[src/core/sar_conv_defs.vh]
// Constants for the successive approximation conversion control block
// Summary of operation
// RULE1: Host holds convert high at least 200 ns before letting it fall.
// RULE2: Rising edge of convert clears the result outputs before any conversion.
// RULE3: Bit search starts on the falling, trailing edge of convert.
// RULE4: Busy flag stays high through the conversion, low when result complete.
// RULE5: Conversion time runs from convert fall to busy fall, within grade limit.
// RULE6: Fastest grade finishes full resolution within 3 us on internal clock.
// RULE7: Register resolves twelve or ten bits, one per step, MSB first.
// RULE8: Parallel output binary or offset binary; MSB inverted gives two's complement.
// RULE9: Serial NRZ output in binary or complementary binary for unipolar.
// RULE10: Bipolar serial output is offset binary or complement, one bit per step.
// RULE11: Early end for short cycle and external clock are both supported.
// RULE12: Host must not rely on serial output in late production parts.
// RULE13: On convert, enable bit clock, reset register; at end stop clock, flag low.
// RULE14: Each result bit becomes valid at the end of its own clock step.
// RULE15: Convert rising edge sets MSB to zero and all lower bits to one.
// RULE16: External clock at least 30 percent duty and 100 ns period.
// RULE17: Completed result holds unchanged until the next convert rising edge.
// RULE18: Host samples after busy falls and never converts while busy.
`ifndef SAR_CONV_DEFS_VH
`define SAR_CONV_DEFS_VH
`define CLK_PERIOD_PS 4000
`define CONV_MAX_NS 3000
`define CONV_MAX_CYC ((`CONV_MAX_NS * 1000) / `CLK_PERIOD_PS)
`define INT_STEP_DIV 62
`define STEP_DIV_W 8
`define RES_FULL 12
`define RES_CNT_W 4
`define CODE_BIPOLAR 1'b1
`endif

[src/core/sar_conversion_control.v]
// Control section and successive approximation register of the converter
`timescale 1ns/1ps
`include "sar_conv_defs.vh"
module sar_conversion_control #(
    parameter RES = `RES_FULL,
    parameter [`STEP_DIV_W-1:0] STEP_DIV = `INT_STEP_DIV
) (
    // Clock and reset
    input wire clk,
    input wire rst,
    // Host command and options
    input wire convert,
    input wire ext_clk_sel,
    input wire ext_step,
    input wire [`RES_CNT_W-1:0] short_bits,
    input wire bipolar,
    input wire twos_comp,
    input wire serial_comp,
    // Comparator decision for the trial bit
    input wire cmp_keep,
    // Results
    output reg busy,
    output reg [RES-1:0] trial,
    output reg [RES-1:0] data_out,
    output reg serial_out,
    output reg bit_clk
);
    // Sequencer states
    localparam ST_IDLE = 2'h0;
    localparam ST_ARM = 2'h1;
    localparam ST_RUN = 2'h2;
    // Index of the last decision of a full-length conversion
    localparam [`RES_CNT_W-1:0] LAST_FULL = RES - 1;

    // Sequencer and search registers
    reg [1:0] state_q;
    reg [1:0] state_d;
    reg conv_q;
    reg [RES-1:0] sar_q;
    reg [RES-1:0] sar_d;
    reg [`RES_CNT_W-1:0] idx_q;
    reg [`RES_CNT_W-1:0] idx_d;
    reg [`RES_CNT_W-1:0] last_q;
    reg [`RES_CNT_W-1:0] last_d;
    reg [`STEP_DIV_W-1:0] div_q;
    reg [`STEP_DIV_W-1:0] div_d;

    // Decoded events
    wire idle;
    wire arming;
    wire running;
    wire conv_rise;
    wire conv_fall;
    wire clear;
    wire start;
    wire int_step;
    wire step;
    wire last_step;

    // Word with the given MSB and every lower bit its inverse
    function [RES-1:0] edge_word;
        input msb;
        begin
            edge_word = {msb, {(RES-1){~msb}}};
        end
    endfunction

    // Bit position of a step index, counted from the MSB down
    function integer bit_pos;
        input [`RES_CNT_W-1:0] idx;
        begin
            bit_pos = RES - 1 - idx;
        end
    endfunction

    // Bits decided up to and including the given step
    function [RES-1:0] decided_mask;
        input [`RES_CNT_W-1:0] idx;
        begin
            decided_mask = ~({RES{1'b1}} >> (idx + 4'h1));
        end
    endfunction

    // Index of the last step; zero or an oversize count means full length
    function [`RES_CNT_W-1:0] last_index;
        input [`RES_CNT_W-1:0] n;
        begin
            if (n == {`RES_CNT_W{1'b0}} || n > RES)
                last_index = LAST_FULL;
            else
                last_index = n - 4'h1;
        end
    endfunction

    // Present the register with the selected parallel coding
    function [RES-1:0] code_out;
        input [RES-1:0] v;
        input bip;
        input tc;
        begin
            code_out = v;
            // Two's complement only makes sense for a bipolar range
            if (bip && tc)
                code_out[RES-1] = ~v[RES-1];
        end
    endfunction

    // Edges of the convert pulse
    assign conv_rise = convert & ~conv_q;
    assign conv_fall = ~convert & conv_q;
    assign idle = (state_q == ST_IDLE);
    assign arming = (state_q == ST_ARM);
    assign running = (state_q == ST_RUN);
    // Rises while busy and falls while idle fall through and are ignored
    assign clear = idle & conv_rise;
    assign start = arming & conv_fall; // RULE3

    // Internal divider gives the step rate; 62 cycles x 12 fits inside 3 us
    assign int_step = (div_q == STEP_DIV - 8'h01);
    // External steps are taken as they come, so the host owns their spacing
    assign step = running & (ext_clk_sel ? ext_step : int_step); // RULE11
    assign last_step = step & (idx_q == last_q);

    // Previous convert level for edge detection; idle level is low
    always @(posedge clk)
    begin
        if (rst)
        begin
            conv_q <= 1'b0;
        end
        else
        begin
            conv_q <= convert;
        end
    end

    // Divider restarts on every internal step and is held at zero outside a conversion
    always @*
    begin
        div_d = {`STEP_DIV_W{1'b0}};
        if (running && !int_step)
        begin
            div_d = div_q + 8'h01;
        end
    end

    always @(posedge clk)
    begin
        if (rst)
        begin
            div_q <= {`STEP_DIV_W{1'b0}};
        end
        else
        begin
            div_q <= div_d;
        end
    end

    // Sequencer: idle, armed by the rising edge, running after the fall
    always @*
    begin
        state_d = state_q;
        idx_d = idx_q;
        last_d = last_q;
        sar_d = sar_q;
        case (state_q)
            ST_IDLE:
            begin
                if (conv_rise)
                begin
                    sar_d = edge_word(1'b0); // RULE15
                    state_d = ST_ARM;
                end
            end
            ST_ARM:
            begin
                if (conv_fall)
                begin
                    // Search begins on the trailing edge only
                    state_d = ST_RUN; // RULE3
                    idx_d = {`RES_CNT_W{1'b0}};
                    last_d = last_index(short_bits); // RULE11
                    sar_d = edge_word(1'b1); // RULE13
                end
            end
            ST_RUN:
            begin
                if (step)
                begin
                    // One decision per step, MSB down
                    sar_d[bit_pos(idx_q)] = cmp_keep; // RULE7
                    if (idx_q == last_q)
                    begin
                        state_d = ST_IDLE; // RULE13
                    end
                    else
                    begin
                        idx_d = idx_q + 4'h1;
                        // Next trial bit goes high for the comparator
                        sar_d[bit_pos(idx_q) - 1] = 1'b1;
                    end
                end
            end
            default:
            begin
                state_d = ST_IDLE;
            end
        endcase
    end

    always @(posedge clk)
    begin
        if (rst)
        begin
            state_q <= ST_IDLE;
            idx_q <= {`RES_CNT_W{1'b0}};
            last_q <= {`RES_CNT_W{1'b0}};
            sar_q <= {RES{1'b0}};
        end
        else
        begin
            state_q <= state_d;
            idx_q <= idx_d;
            last_q <= last_d;
            sar_q <= sar_d;
        end
    end

    // Busy rises with the first trial and falls with the last decision
    always @(posedge clk)
    begin
        if (rst)
        begin
            busy <= 1'b0;
        end
        else if (start)
        begin
            busy <= 1'b1; // RULE4
        end
        else if (last_step)
        begin
            busy <= 1'b0; // RULE5 RULE6
        end
    end

    // Trial word feeds the comparator; it rests at zero between conversions
    always @(posedge clk)
    begin
        if (rst)
        begin
            trial <= {RES{1'b0}};
        end
        else if (state_d == ST_RUN)
        begin
            trial <= sar_d; // RULE13
        end
        else
        begin
            trial <= {RES{1'b0}};
        end
    end

    // Parallel result: undecided bits read zero during a short cycle
    always @(posedge clk)
    begin
        if (rst)
        begin
            data_out <= {RES{1'b0}};
        end
        else if (clear)
        begin
            data_out <= edge_word(1'b0); // RULE2 RULE15
        end
        else if (step) // RULE17
        begin
            // Each bit appears on the edge that decides it
            data_out <= code_out(sar_d, bipolar, twos_comp) &
                decided_mask(idx_q); // RULE8 RULE14
        end
        // No other branch: the result stands until the next rising edge
    end

    // Serial output repeats each decision in NRZ form
    always @(posedge clk)
    begin
        if (rst)
        begin
            serial_out <= 1'b0;
        end
        else if (clear)
        begin
            serial_out <= 1'b0;
        end
        else if (step)
        begin
            serial_out <= cmp_keep ^ serial_comp; // RULE9 RULE10
        end
    end

    // Bit clock pulses one cycle after each step; it is low when idle except in the cycle after the last step
    always @(posedge clk)
    begin
        if (rst)
        begin
            bit_clk <= 1'b0;
        end
        else
        begin
            bit_clk <= step; // RULE13
        end
    end
endmodule

[config.mk]
export PLATFORM = sky130hd
export DESIGN_NAME = sar_conversion_control
export DESIGN_NICKNAME = d
export VERILOG_FILES = /design/src/core/sar_conversion_control.v
export VERILOG_INCLUDE_DIRS = /design/src /design/src/core
export SDC_FILE = /design/constraint.sdc
export NUM_CORES = 1
export LEC_CHECK = 0
export ABC_CLOCK_PERIOD_IN_PS = 2680
export BUFFER_PORTS_ARGS = -buffer_cell sky130_fd_sc_hd__buf_2
export CAP_MARGIN = 20
export CELL_PAD_IN_SITES_DETAIL_PLACEMENT = 0
export CELL_PAD_IN_SITES_GLOBAL_PLACEMENT = 2
export CORE_MARGIN = 2
export CORE_UTILIZATION = 30
export DETAILED_ROUTE_END_ITERATION = 12
export GPL_ROUTABILITY_DRIVEN = 0
export GPL_TIMING_DRIVEN = 0
export PLACE_DENSITY_LB_ADDON = 0.1
export SKIP_CTS_REPAIR_TIMING = 1
export SYNTH_ARGS = -nofsm -noshare
export SYNTH_HDL_FRONTEND = slang
export SYNTH_SLANG_ARGS = --single-unit
export TNS_END_PERCENT = 20
[constraint.sdc]
create_clock -name clk -period 2.68 [get_ports clk]
set_input_delay 0.402 -clock clk [delete_from_list [all_inputs] [get_ports clk]]
set_output_delay 0.402 -clock clk [all_outputs]
set_load 0.1 [all_outputs]
# Yosys cells after proc, flatten, opt, wreduce, memory -nomap -nowiden
# Index checks and enable logic that the tools add are counted.
[classes] add_sub_neg=5 magnitude_cmp=5 eq_ne=8 shifts=1 mux=29 bitwise=15 n_reduce_logical=16
[ops] operator="12-bit 2-to-1 mux" n=4
[ops] operator="12-bit case mux with 3 select lines" n=1
[ops] operator="11-bit 2-to-1 mux" n=2
[ops] operator="4-bit 2-to-1 mux" n=4
[ops] operator="12-bit bitwise AND" n=1
[ops] operator="12-bit bitwise mux" n=1
[ops] operator="12-bit NOT" n=1
[ops] operator="12-bit OR" n=1
[ops] operator="12-bit by 4-bit >> shifter with 12-bit output (first input constant)" n=1
[ops] operator="1-bit 2-to-1 mux" n=9
[ops] operator="8-bit by 1-bit adder with 8-bit output (second input constant)" n=1
[ops] operator="1-bit demux with 4-bit select" n=2
[ops] operator="8-bit by 6-bit == test with 1-bit output (second input constant)" n=1
[ops] operator="2-bit 2-to-1 mux" n=4
[ops] operator="4-bit case mux with 2 select lines" n=1
[ops] operator="1-bit bitwise AND" n=6
[ops] operator="6-bit by 1-bit greater-or-equal comparator with 1-bit output (second input constant)" n=1
[ops] operator="5-bit by 6-bit < comparator with 1-bit output (second input constant)" n=1
[ops] operator="6-bit < comparator (second input constant)" n=1
[ops] operator="2-bit case mux with 3 select lines" n=1
[ops] operator="2-bit nonzero test" n=3
[ops] operator="2-bit OR reduction" n=3
[ops] operator="5-bit by 2-bit subtractor with 6-bit output (second input constant)" n=1
[ops] operator="5-bit by 1-bit greater-or-equal comparator with 1-bit output (second input constant)" n=1
[ops] operator="18 further kinds" n=27
[totals] ff_bits=58 inputBits=13 output_inout_bits=27 word_cells=91

# Depth between registers and ports, before layout
# Gate-level depths: netlist (run 1).
[depth] depth_word=18 mapped_depth=9 mapped_depth_nobuf=8

# Worst setup path before layout (run 1)
# No wires, ideal clock.
[synth_timing] path_type="reg2reg" start="register idx_q[0]" end="register data_out[4]" setup_time_ps=69 t_arrival_ps=2246 required_time_ps=2611 path_slack_ps=366 stages_incl_launch_ff=9 path_buffers=1 synth_period_minus_slack_ps=2314 path_cell_list="dfxtp_1 > ha_1 > inv_1 > ha_1 > clkbuf_1 > or4b_1 > o211ai_1 > a221oi_1 > nor2_1"
[synth_via] elab_chain_len=13 elab_cells_between_ends=24 classes_between="add/sub (3); order compare (4); eq/ne (1); shift (1); mux (10); bitwise (3); reduce/logical (2)"
[synth_lines] element="start, declared" line_no="sar_conversion_control.v:41" text="reg [`RES_CNT_W-1:0] idx_q;"
[synth_lines] element="start signal, assigned" line_no="sar_conversion_control.v:216" text="idx_q <= {`RES_CNT_W{1'b0}};"
[synth_lines] element="start signal, assigned" line_no="sar_conversion_control.v:223" text="idx_q <= idx_d;"
[synth_lines] element="4-bit by 4-bit subtractor with 5-bit output" line_no="sar_conversion_control.v:72" text="bit_pos = RES - 1 - idx;"
[synth_lines] element="5-bit by 2-bit subtractor with 6-bit output (tied with other cells)" line_no="sar_conversion_control.v:200" text="sar_d[bit_pos(idx_q) - 1] = 1'b1;"
[synth_lines] element="6-bit by 1-bit greater-or-equal comparator with 1-bit output (not written as such) (tied with other cells)" line_no="sar_conversion_control.v:200"
[synth_lines] element="1-bit logical AND (not written as such) or 1-bit 2-to-1 mux (tied branches)" line_no="sar_conversion_control.v:200, sar_conversion_control.v:191"
[synth_lines] element="1-bit 2-to-1 mux (not written as such) or 1-bit demux with 4-bit select (tied branches)" line_no="sar_conversion_control.v:200, sar_conversion_control.v:191"
[synth_lines] element="1-bit demux with 4-bit select or 12-bit bitwise mux (tied branches)" line_no="sar_conversion_control.v:200, sar_conversion_control.v:191"
[synth_lines] element="12-bit OR (no line)"
[synth_lines] element="12-bit 2-to-1 mux" line_no="sar_conversion_control.v:192" text="if (idx_q == last_q)"
[synth_lines] element="12-bit 2-to-1 mux" line_no="sar_conversion_control.v:188" text="if (step)"
[synth_lines] element="12-bit case mux with 3 select lines" line_no="sar_conversion_control.v:166" text="case (state_q)"
[synth_lines] element="12-bit bitwise AND (*)" line_no="sar_conversion_control.v:277" text="data_out <= code_out(sar_d, bipolar, twos_comp) &"
[synth_lines] element="11-bit 2-to-1 mux (*)" line_no="sar_conversion_control.v:274" text="else if (step)"
[synth_lines] element="11-bit 2-to-1 mux (*)" line_no="sar_conversion_control.v:270" text="else if (clear)"
[synth_lines] element="end signal, assigned" line_no="sar_conversion_control.v:268" text="data_out <= {RES{1'b0}};"
[synth_lines] element="end signal, assigned" line_no="sar_conversion_control.v:272" text="data_out <= edge_word(1'b0);"
[synth_lines] element="end signal, assigned" line_no="sar_conversion_control.v:277"
[synth_lines] element="end, declared" line_no="sar_conversion_control.v:24" text="output reg [RES-1:0] data_out,"
# Every way passes the cells marked *; elsewhere a longest branch is shown, timed or not. The select of a mux whose other input is x is not followed.
# A chain may end at the register's enable or synchronous reset.

# Final worst setup path (run 1)
[layout_timing] start="register idx_q[1]" end="register trial[4]"
[layout_via] elab_chain_len=10 elab_cells_between_ends=24 classes_between="add/sub (2); order compare (4); eq/ne (2); mux (11); bitwise (2); reduce/logical (3)"
[layout_lines] element="4-bit by 4-bit subtractor with 5-bit output" line_no="sar_conversion_control.v:72"
[layout_lines] element="5-bit by 2-bit subtractor with 6-bit output (tied with other cells)" line_no="sar_conversion_control.v:200"
[layout_lines] element="6-bit by 1-bit greater-or-equal comparator with 1-bit output (not written as such) (tied with other cells)" line_no="sar_conversion_control.v:200"
[layout_lines] element="1-bit logical AND (not written as such) or 1-bit 2-to-1 mux (tied branches)" line_no="sar_conversion_control.v:200, sar_conversion_control.v:191"
[layout_lines] element="1-bit 2-to-1 mux (not written as such) or 1-bit demux with 4-bit select (tied branches)" line_no="sar_conversion_control.v:200, sar_conversion_control.v:191"
[layout_lines] element="1-bit demux with 4-bit select or 12-bit bitwise mux (tied branches)" line_no="sar_conversion_control.v:200, sar_conversion_control.v:191"
[layout_lines] element="12-bit OR (no line)"
[layout_lines] element="12-bit 2-to-1 mux" line_no="sar_conversion_control.v:192"
[layout_lines] element="12-bit 2-to-1 mux" line_no="sar_conversion_control.v:188"
[layout_lines] element="12-bit case mux with 3 select lines" line_no="sar_conversion_control.v:166"
[layout_lines] element="end signal, assigned" line_no="sar_conversion_control.v:251" text="trial <= {RES{1'b0}};"
[layout_lines] element="end signal, assigned" line_no="sar_conversion_control.v:255" text="trial <= sar_d;"
[layout_lines] element="end signal, assigned" line_no="sar_conversion_control.v:259" text="trial <= {RES{1'b0}};"
[layout_lines] element="end, declared" line_no="sar_conversion_control.v:23" text="output reg [RES-1:0] trial,"
# Parallel ways exist; a longest one is shown, timed or not.

==> results.cfg, run 1 <==
[drt]
wire_per_inst_um = 17.7
wirelength_um = 10100
drc = 0
via_per_inst = 5.24
antenna_left = 0
first_pass_iters = 4
num_vias = 2989
drt_iter0_drc = 150

[synth]
ys_seq_elements = 58
ys.flop_type = dfxtp_1
async_flop_share = 0
synth_edf_count = 0
post-synth-top-area-fraction = 0.367
synthTopCellsByArea = dfxtp_1 (37%), ha_1 (5.9%), nor2_1 (5.7%), a21oi_1 (5.4%), nand2_1 (4.2%)
yosysTopAreaCell = dfxtp_1
synth_seq_area_share = 0.367
synthCells = 381
avgSynthCellArea_um2 = 8.31
syn_nets = 409
ys_warn_count = 0
syn_area_um2 = 3160
ys_types = 68

[min_path]
worstHoldStart = short_bits[0]
hold_class = in -> reg
min_to = last_q[0]
min_path_cells = 2

[floorplan]
die_h_um = 107
die_width_um = 107
die_area_um2 = 11400
rows = 37
coreArea_um2 = 10300
ios = 40
initial_core_util = 0.308

[final_layout]
layout.cells.non_filler = 570
fin_util = 0.366
area_delta_synth_final_pct = 18.9
layout-drive-gt1-share = 0.198
fin_nets = 458
fillers = 1103
antenna_cells = 0

[critical_path]
path_cells = ha_2 -> inv_1 -> ha_1 -> or4b_1 -> o211ai_1 -> o21ai_0 -> nor2_1
crit_buf_inv = 1
cp_max_fo = 9
r2r-end = trial[4]
crit_family = adder cells
cp-start-kind = flip-flop
critPathKind = reg -> reg
crit_slowest_cell = or4b_1
crit_arrival_ns = 2.74
r2r_cells = 7
critPathRequiredTime_ns = 2.97
critPathMaxStageDelay_ns = 0.60
endpoint_kind = flip-flop
r2r_slack_ns = 0.22
reg2reg_from = idx_q[1]

[grt]
grt_max_degree = 11
grt-ovfl-total = 0
grt_pass1_wl_um = 16100
antenna_found_initial = 0
gr-usage-all-layers = 0.186
grt_pass1_vias = 2824

[job]
maxCapViolCount = 0

[timing]
fmax_ghz = 0.407
fin_worst_skew_ns = 0.0107
period_share = 0.917
maxSlewViolCount = 0
worst_slew_pin_slew_ns = 0.700
setup_viol = 0
slew_headroom = 0.533
post-route-min-period_ns = 2.46
grt_setup_unrepaired = no
holdWs_ns = 0.268
setup_ws_ns = 0.222
setup_tns_ns = 0
hold_viol = 0

[power]
cellLeakagePower_nw = 1.49
power_density_nw_per_um2 = 575
ir_worst_vdd_v = 0.000277

[placement]
portBuffers = 38
place_inst = 556
dp_hpwl_um = 7600
dp_slack_ns = -0.217

[outcome]
status = completed

[clocking]
cts.clk_slew.worst_paths_ns = 0.07
clk_latency_ns = 0.35
htree_levels = 3
clkSinkCount = 58
cts_buffers = 9
cts_tree = done
root_buffer = clkbuf_8
clockBufferDepth = 2
-- cells by family after synthesis --
| group | Yosys count | synth area share |
|---|---|---|
| simple gates | 146 | 0.233 |
| compound gates | 107 | 0.234 |
| flops | 58 | 0.367 |
| buf+inv | 34 | 0.0443 |
| fa+ha+maj | 16 | 0.0625 |
| xor+xnor | 15 | 0.0439 |
| mux | 5 | 0.0158 |
-- worst max path at each step --
stage                         from          end  slack, ns  depth (start not counted)
after floorplan           idx_q[0]  data_out[4]       0.37                          8
after global placement    idx_q[0]  data_out[9]      -0.20                          9
after detailed placement  idx_q[0]  data_out[9]      -0.22                          9
after CTS                 idx_q[0]  data_out[9]      -0.24                          9
after global routing      div_q[0]  data_out[3]       0.04                          7
final                     idx_q[1]     trial[4]       0.22                          7
-- power breakdown --
part / switching, mW / internal, mW / total, mW
Combinational: 0.264 / 0.0930 / 0.357
Sequential: 0.0246 / 0.898 / 0.923
Clock: 0.370 / 0.513 / 0.882
-- placed cells by master (no fill, tap or decap), drive strengths merged, types with 5 or more instances in the layout --
master   n
a211oi   5
inv     15
nand2   35
xor2    10
o21ai   22
dfxtp   58
xnor2    5
buf     47
nor2b    6
clkbuf  19
nand3   13
ha      15
mux2i    5
nor3    12
nor2    49
a21oi   35
-- cell type report --
cell class / instances / area [um2] / share of cell area
tap: 136 / 170 / 0.0452
sequential: 58 / 1160 / 0.310
buffer: 18 / 80.1 / 0.0213
clock inverter: 6 / 82.6 / 0.0220
inverter: 15 / 56.3 / 0.0150
timing repair buffer: 39 / 198 / 0.0526
multi-input combinational: 289 / 1890 / 0.501
clock buffer: 9 / 124 / 0.0329
-- synth_stat cells, types with 2 or more instances --
cell       count
o221ai_1       2
or3_1          2
o311ai_0       2
xor2_1         9
o31ai_1        2
dfxtp_1       58
a21o_1         3
xnor2_1        5
and2_1         2
clkbuf_1      10
nand2_1       35
o211ai_1       3
o21ai_0       21
nand3_1       13
o2bb2ai_1      2
nand2b_1       2
a311oi_1       2
nor4_1         2
ha_1          15
o32ai_1        2
nand3b_1       4
nor2b_1        6
nor3_1        12
o21a_1         2
a211oi_1       5
nor2_1        48
nand4_1        4
a22oi_1        2
and3_1         2
a21oi_1       34
inv_1         15
a31oi_1        2
a31o_2         2
buf_2          6
nor4b_2        2
o22ai_1        4
mux2i_1        5
a2111oi_2      2
and4_1         3
-- flip-flops by register name, summed over array words and instances (netlist names), 2 cells and up --
| signal | flops |
|---|---|
| state_q | 2 |
| data_out | 12 |
| trial | 12 |
| idx_q | 4 |
| div_q | 8 |
| last_q | 4 |
| sar_q | 12 |
-- per-layer routing --
metal	GRT usage	routed length (um)	share of wire	vias up
met5	0	0	0	-
met4	0.0594	150	0.015	0
met3	0.0419	540	0.053	13
met2	0.278	4400	0.43	86
met1	0.265	5030	0.50	1412
li1	-	-	-	1478
-- through the flow --
step / total power [mW] / instance area (um2)
4_1_cts: 2.19 / 3740
6_report: 2.16 / 3760
2_1_floorplan: 1.21 / 3160
3_5_place_dp: 1.29 / 3530
3_3_place_gp: 1.29 / 3520
5_1_grt: 2.26 / 3760
No activity file was read; power rests on OpenSTA's default activity.
==> run 2: changes to the inputs <==
- ABC_AREA: default -> 1
- PLACE_DENSITY_LB_ADDON: 0.1 -> 0.08
==> run 2 against run 1 <==
Routed wire length shrank 1.6%; critical endpoint is now data_out[9]; core utilization shrank 0.56 points; cell count grew 18%; sequential share of layout area shrank 1.2 points; count of clock-buffer cells in the layout grew 5; maximum frequency grew 2.6%; synthesized cell count grew 25%; via count grew 4.9%; sequential cell count is the same; final area grew 3.9%; first-iteration DRC count grew 1.3%; global-route usage shrank 0.20 points.
==> results.cfg, run 2 <==
[synth]
ys.flop_type = dfxtp_1
async_flop_share = 0
yosysMostFrequentCell = nand2_1
synth_seq_area_share = 0.347
synth_common_cells = nand2_1 (111), dfxtp_1 (58), inv_1 (56), nor2_1 (52), a21oi_1 (43)
yosysTopAreaCell = dfxtp_1
ys_warn_count = 0
synthCells = 478
synth_edf_count = 0
syn_nets = 506
avgSynthCellArea_um2 = 6.99
synthTopCellsByArea = dfxtp_1 (35%), nand2_1 (12%), a21oi_1 (6.4%), inv_1 (6.3%), nor2_1 (5.8%)
post-synth-top-area-fraction = 0.347
ys_types = 41
syn_area_um2 = 3340
ys_seq_elements = 58

[grt]
gr-usage-all-layers = 0.184
grt_max_degree = 11
antenna_found_initial = 0
grt_pass1_vias = 3001
grt_pass1_wl_um = 16200
grt-ovfl-total = 0

[floorplan]
rows = 38
die_width_um = 110
die_area_um2 = 12000
coreArea_um2 = 10800
ios = 40
initial_core_util = 0.308
die_h_um = 110

[critical_path]
cp_max_fo = 8
crit_arrival_ns = 2.69
r2r_cells = 15
critPathRequiredTime_ns = 2.97
reg2reg_from = idx_q[2]
path_cells = inv_2 -> ha_1 -> inv_1 -> nor2_1 -> nand2_1 -> nand2_1 -> nand2_1 -> nand2_1 -> nor2_1 -> nand3_1 -> nand3_1 -> nand2_1 -> nand2_1 -> nand3_1 -> a21oi_1
r2r-end = data_out[9]
endpoint_kind = flip-flop
critPathMaxStageDelay_ns = 0.52
crit_slowest_cell = dfxtp_1
r2r_slack_ns = 0.28
cp-start-kind = flip-flop
crit_family = simple AND/OR/NAND/NOR gates
crit_buf_inv = 2
critPathKind = reg -> reg
crit_top_cell = nand2_1

[placement]
dp_slack_ns = 0.0925
dp_hpwl_um = 7640
portBuffers = 38

[final_layout]
layout-drive-gt1-share = 0.196
area_delta_synth_final_pct = 16.8
mostFrequentLayoutCell = nand2_1
fin_nets = 554
antenna_cells = 0
largest_registers = data_out: 12 flops, sar_q: 12 flops, trial: 12 flops
final_cell_mix = nand2_1 (111), dfxtp_1 (57), inv_1 (55)

[drt]
num_vias = 3136
drc = 0
drt_iter0_drc = 152
via_per_inst = 4.67
wirelength_um = 9960
antenna_left = 0
first_pass_iters = 4
wire_per_inst_um = 14.8

[power]
power_mw = 2.15
ir_worst_vdd_v = 0.000290
cellLeakagePower_nw = 1.80
power_density_nw_per_um2 = 551

[min_path]
hold_class = in -> reg
worstHoldStart = short_bits[0]
min_to = last_q[0]
min_path_cells = 2

[timing]
worst_slew_pin_slew_ns = 0.709
grt_setup_unrepaired = no
slew_headroom = 0.527
setup_tns_ns = 0
maxSlewViolCount = 0
setup_ws_ns = 0.283
fin_worst_skew_ns = 0.00866
post-route-min-period_ns = 2.40
hold_viol = 0
fmax_ghz = 0.417
period_share = 0.894
setup_viol = 0

[clocking]
clkSinkCount = 58
htree_levels = 3
clk_latency_ns = 0.37
cts_tree = done
root_buffer = clkbuf_8
cts_buffers = 9
cts.clk_slew.worst_paths_ns = 0.07
clockBufferDepth = 2

[job]
maxCapViolCount = 0

[outcome]
status = completed
run 2: changes by cell type after synthesis, sizes merged, moves of 4 or more:
cell	previous run	this run
nor2b	6	0
clkbuf	11	5
nor2	49	64
nand2	35	118
xor2	10	1
mux2i	5	0
inv	15	61
a21oi	35	48
o21ai	22	17
a2111oi	4	0
nand3	13	39
run 2: worst max path at each step:
stage                   from      endpoint  depth (start not counted)
floorplan           idx_q[1]  data_out[11]                         13
global placement    idx_q[1]   data_out[5]                         13
detailed placement  idx_q[1]   data_out[5]                         13
CTS                 idx_q[1]   data_out[5]                         13
global route        idx_q[0]   data_out[5]                         12
finish              idx_q[2]   data_out[9]                         15
run 2: layout make-up:
type,instances,area [um2]
buffer,14,90.1
clock buffer,14,163
clock inverter,2,35.0
fill,1203,6930
inverter,61,229
multi-input combinational,344,1860
sequential,58,1160
tap,140,175
timing repair buffer,38,190
run 2: cells by family after synthesis:
group                    synth area share
buffers and inverters              0.0966
adder cells (fa/ha/maj)            0.0561
AO/OA/AOI/OAI                       0.147
AND/OR/NAND/NOR                     0.345
XOR/XNOR                          0.00786
flip-flops                          0.347
run 2: metrics by stage:
step / cells / cell area, um2 / utilization / hold slack, ns
floorplan: 478 / 3340 / - / 0.433
global placement: 656 / 3710 / 0.342 / 0.448
detailed placement: 656 / 3710 / 0.342 / 0.453
CTS: 672 / 3910 / 0.360 / 0.221
global route: 671 / 3910 / 0.360 / 0.233
finish: 671 / 3910 / 0.360 / 0.233
run 2: per-layer routing:
layer,vias up,wire length [um],track usage
met4,0,367,0.104
met5,-,0,0
met1,1429,4890,0.241
met2,44,4370,0.280
met3,21,326,0.0403
li1,1642,-,-
run 2: power breakdown:
part           leakage, nW  switching (mW)  total, mW  internal [mW]
Combinational         1.23           0.294      0.388         0.0932
Sequential           0.474          0.0221      0.925          0.903
Clock                0.101           0.359      0.839          0.479
==> run 3: changes to the inputs <==
- BUFFER_PORTS_ARGS: -buffer_cell sky130_fd_sc_hd__buf_2 -> -buffer_cell sky130_fd_sc_hd__buf_4
- CAP_MARGIN: 20 -> 30
- SKIP_LAST_GASP: default -> 1
==> run 3 against run 2 <==
Register-to-register slack worse by 0.04 ns; worst setup slack worse by 0.041 ns; sequential cell count unchanged.
==> results.cfg, run 3 (synthesis gave the netlist of run 2 again) <==
[outcome]
status = completed

[timing]
worst_slew_pin_slew_ns = 0.756
setup_viol = 0
period_share = 0.910
post-route-min-period_ns = 2.44
maxSlewViolCount = 0
hold_viol = 0
slew_headroom = 0.496
setup_ws_ns = 0.242
grt_setup_unrepaired = no
fin_worst_skew_ns = 0.00928
setup_tns_ns = 0
fmax_ghz = 0.410

[drt]
via_per_inst = 4.74
drt_iter0_drc = 145
first_pass_iters = 5
wire_per_inst_um = 14.8
antenna_left = 0
drc = 0
num_vias = 3177
wirelength_um = 9880

[min_path]
hold_class = in -> reg
min_to = last_q[0]
min_path_cells = 2
worstHoldStart = short_bits[0]

[final_layout]
final_cell_mix = nand2_1 (111), dfxtp_1 (58), inv_1 (56)
fin_nets = 554
area_delta_synth_final_pct = 19.8
layout.cells.non_filler = 670
mostFrequentLayoutCell = nand2_1
layout-drive-gt1-share = 0.194
largest_registers = data_out: 12 flops, sar_q: 12 flops, trial: 12 flops
antenna_cells = 0

[placement]
portBuffers = 38
dp_hpwl_um = 7580
place_inst = 656
dp_slack_ns = 0.102

[critical_path]
r2r_cells = 12
cp-start-kind = flip-flop
r2r_slack_ns = 0.24
critPathKind = reg -> reg
cp_max_fo = 9
endpoint_kind = flip-flop
crit_slowest_cell = dfxtp_1
crit_arrival_ns = 2.71
reg2reg_from = idx_q[1]
r2r-end = data_out[5]
critPathMaxStageDelay_ns = 0.47
path_cells = ha_1 -> inv_1 -> ha_1 -> inv_1 -> nand2_1 -> nor2_2 -> nand3_1 -> nand3_1 -> nand2_1 -> nand2_1 -> nand3_1 -> a21oi_1
critPathRequiredTime_ns = 2.95

[grt]
grt-ovfl-total = 0
antenna_found_initial = 0
grt_pass1_vias = 3078
grt_max_degree = 11
gr-usage-all-layers = 0.180
grt_pass1_wl_um = 16000

[clocking]
root_buffer = clkbuf_8
htree_levels = 3
cts.clk_slew.worst_paths_ns = 0.07
clk_latency_ns = 0.35
clkSinkCount = 58
clockBufferDepth = 2
cts_tree = done
cts_buffers = 9

[floorplan]
coreArea_um2 = 10800
die_h_um = 110
ios = 40
initial_core_util = 0.308
die_width_um = 110
rows = 38
die_area_um2 = 12000

[power]
intPower_mw = 1.51
power_mw = 2.18
power.switching_mw = 0.671
p_seq_frac = 0.424
cellLeakagePower_nw = 1.82
ir_worst_vdd_v = 0.000201
switching_share = 0.308
pwr-share-comb = 0.185
power_density_nw_per_um2 = 544
p_clk_frac = 0.390

[job]
maxCapViolCount = 0
[run 3: worst max path at each step]
stage                         endpoint     start
after floorplan           data_out[11]  idx_q[1]
after global placement     data_out[5]  idx_q[1]
after detailed placement   data_out[5]  idx_q[1]
after CTS                  data_out[5]  idx_q[1]
after global routing       data_out[5]  idx_q[0]
final                      data_out[5]  idx_q[1]
[run 3: area by class of cell]
type	count	area (um2)
clock inverter	2	35.0
timing repair buffer	38	285
buffer	14	90.1
tap	140	175
multi-input combinational	344	1860
fill	1235	6830
sequential	58	1160
inverter	61	229
clock buffer	13	169
[run 3: metal layers]
layer,track usage,share of wire,vias up,wire [um]
met2,0.277,0.45,68,4470
li1,-,-,1645,-
met4,0.0868,0.033,0,331
met5,0,0,-,0
met1,0.237,0.48,1442,4720
met3,0.0391,0.037,22,361
[run 3: critical path, delay by kind of cell (launching register included)]
kind / cells / cell delay [ns]
compound gates: 1 / 0.12
flops: 1 / 0.47
buf+inv: 2 / 0.32
fa+ha+maj: 2 / 0.71
simple gates: 7 / 0.73
[run 3: power groups by stage]
stage	clock, mW	combinational (mW)	sequential [mW]
after floorplan	0	0.182	1.07
after global placement	0	0.403	0.945
after detailed placement	0	0.405	0.945
after CTS	0.872	0.406	0.926
after global routing	0.922	0.443	0.931
final	0.851	0.404	0.926
[run 3: through the flow]
| stage | utilization | area, um2 | hold slack [ns] |
|---|---|---|---|
| 6_report | 0.370 | 4010 | 0.252 |
| 5_1_grt | 0.370 | 4010 | 0.233 |
| 4_1_cts | 0.370 | 4010 | 0.250 |
| 3_5_place_dp | 0.351 | 3800 | 0.453 |
| 3_3_place_gp | 0.351 | 3800 | 0.448 |
| 2_1_floorplan | - | 3340 | 0.433 |
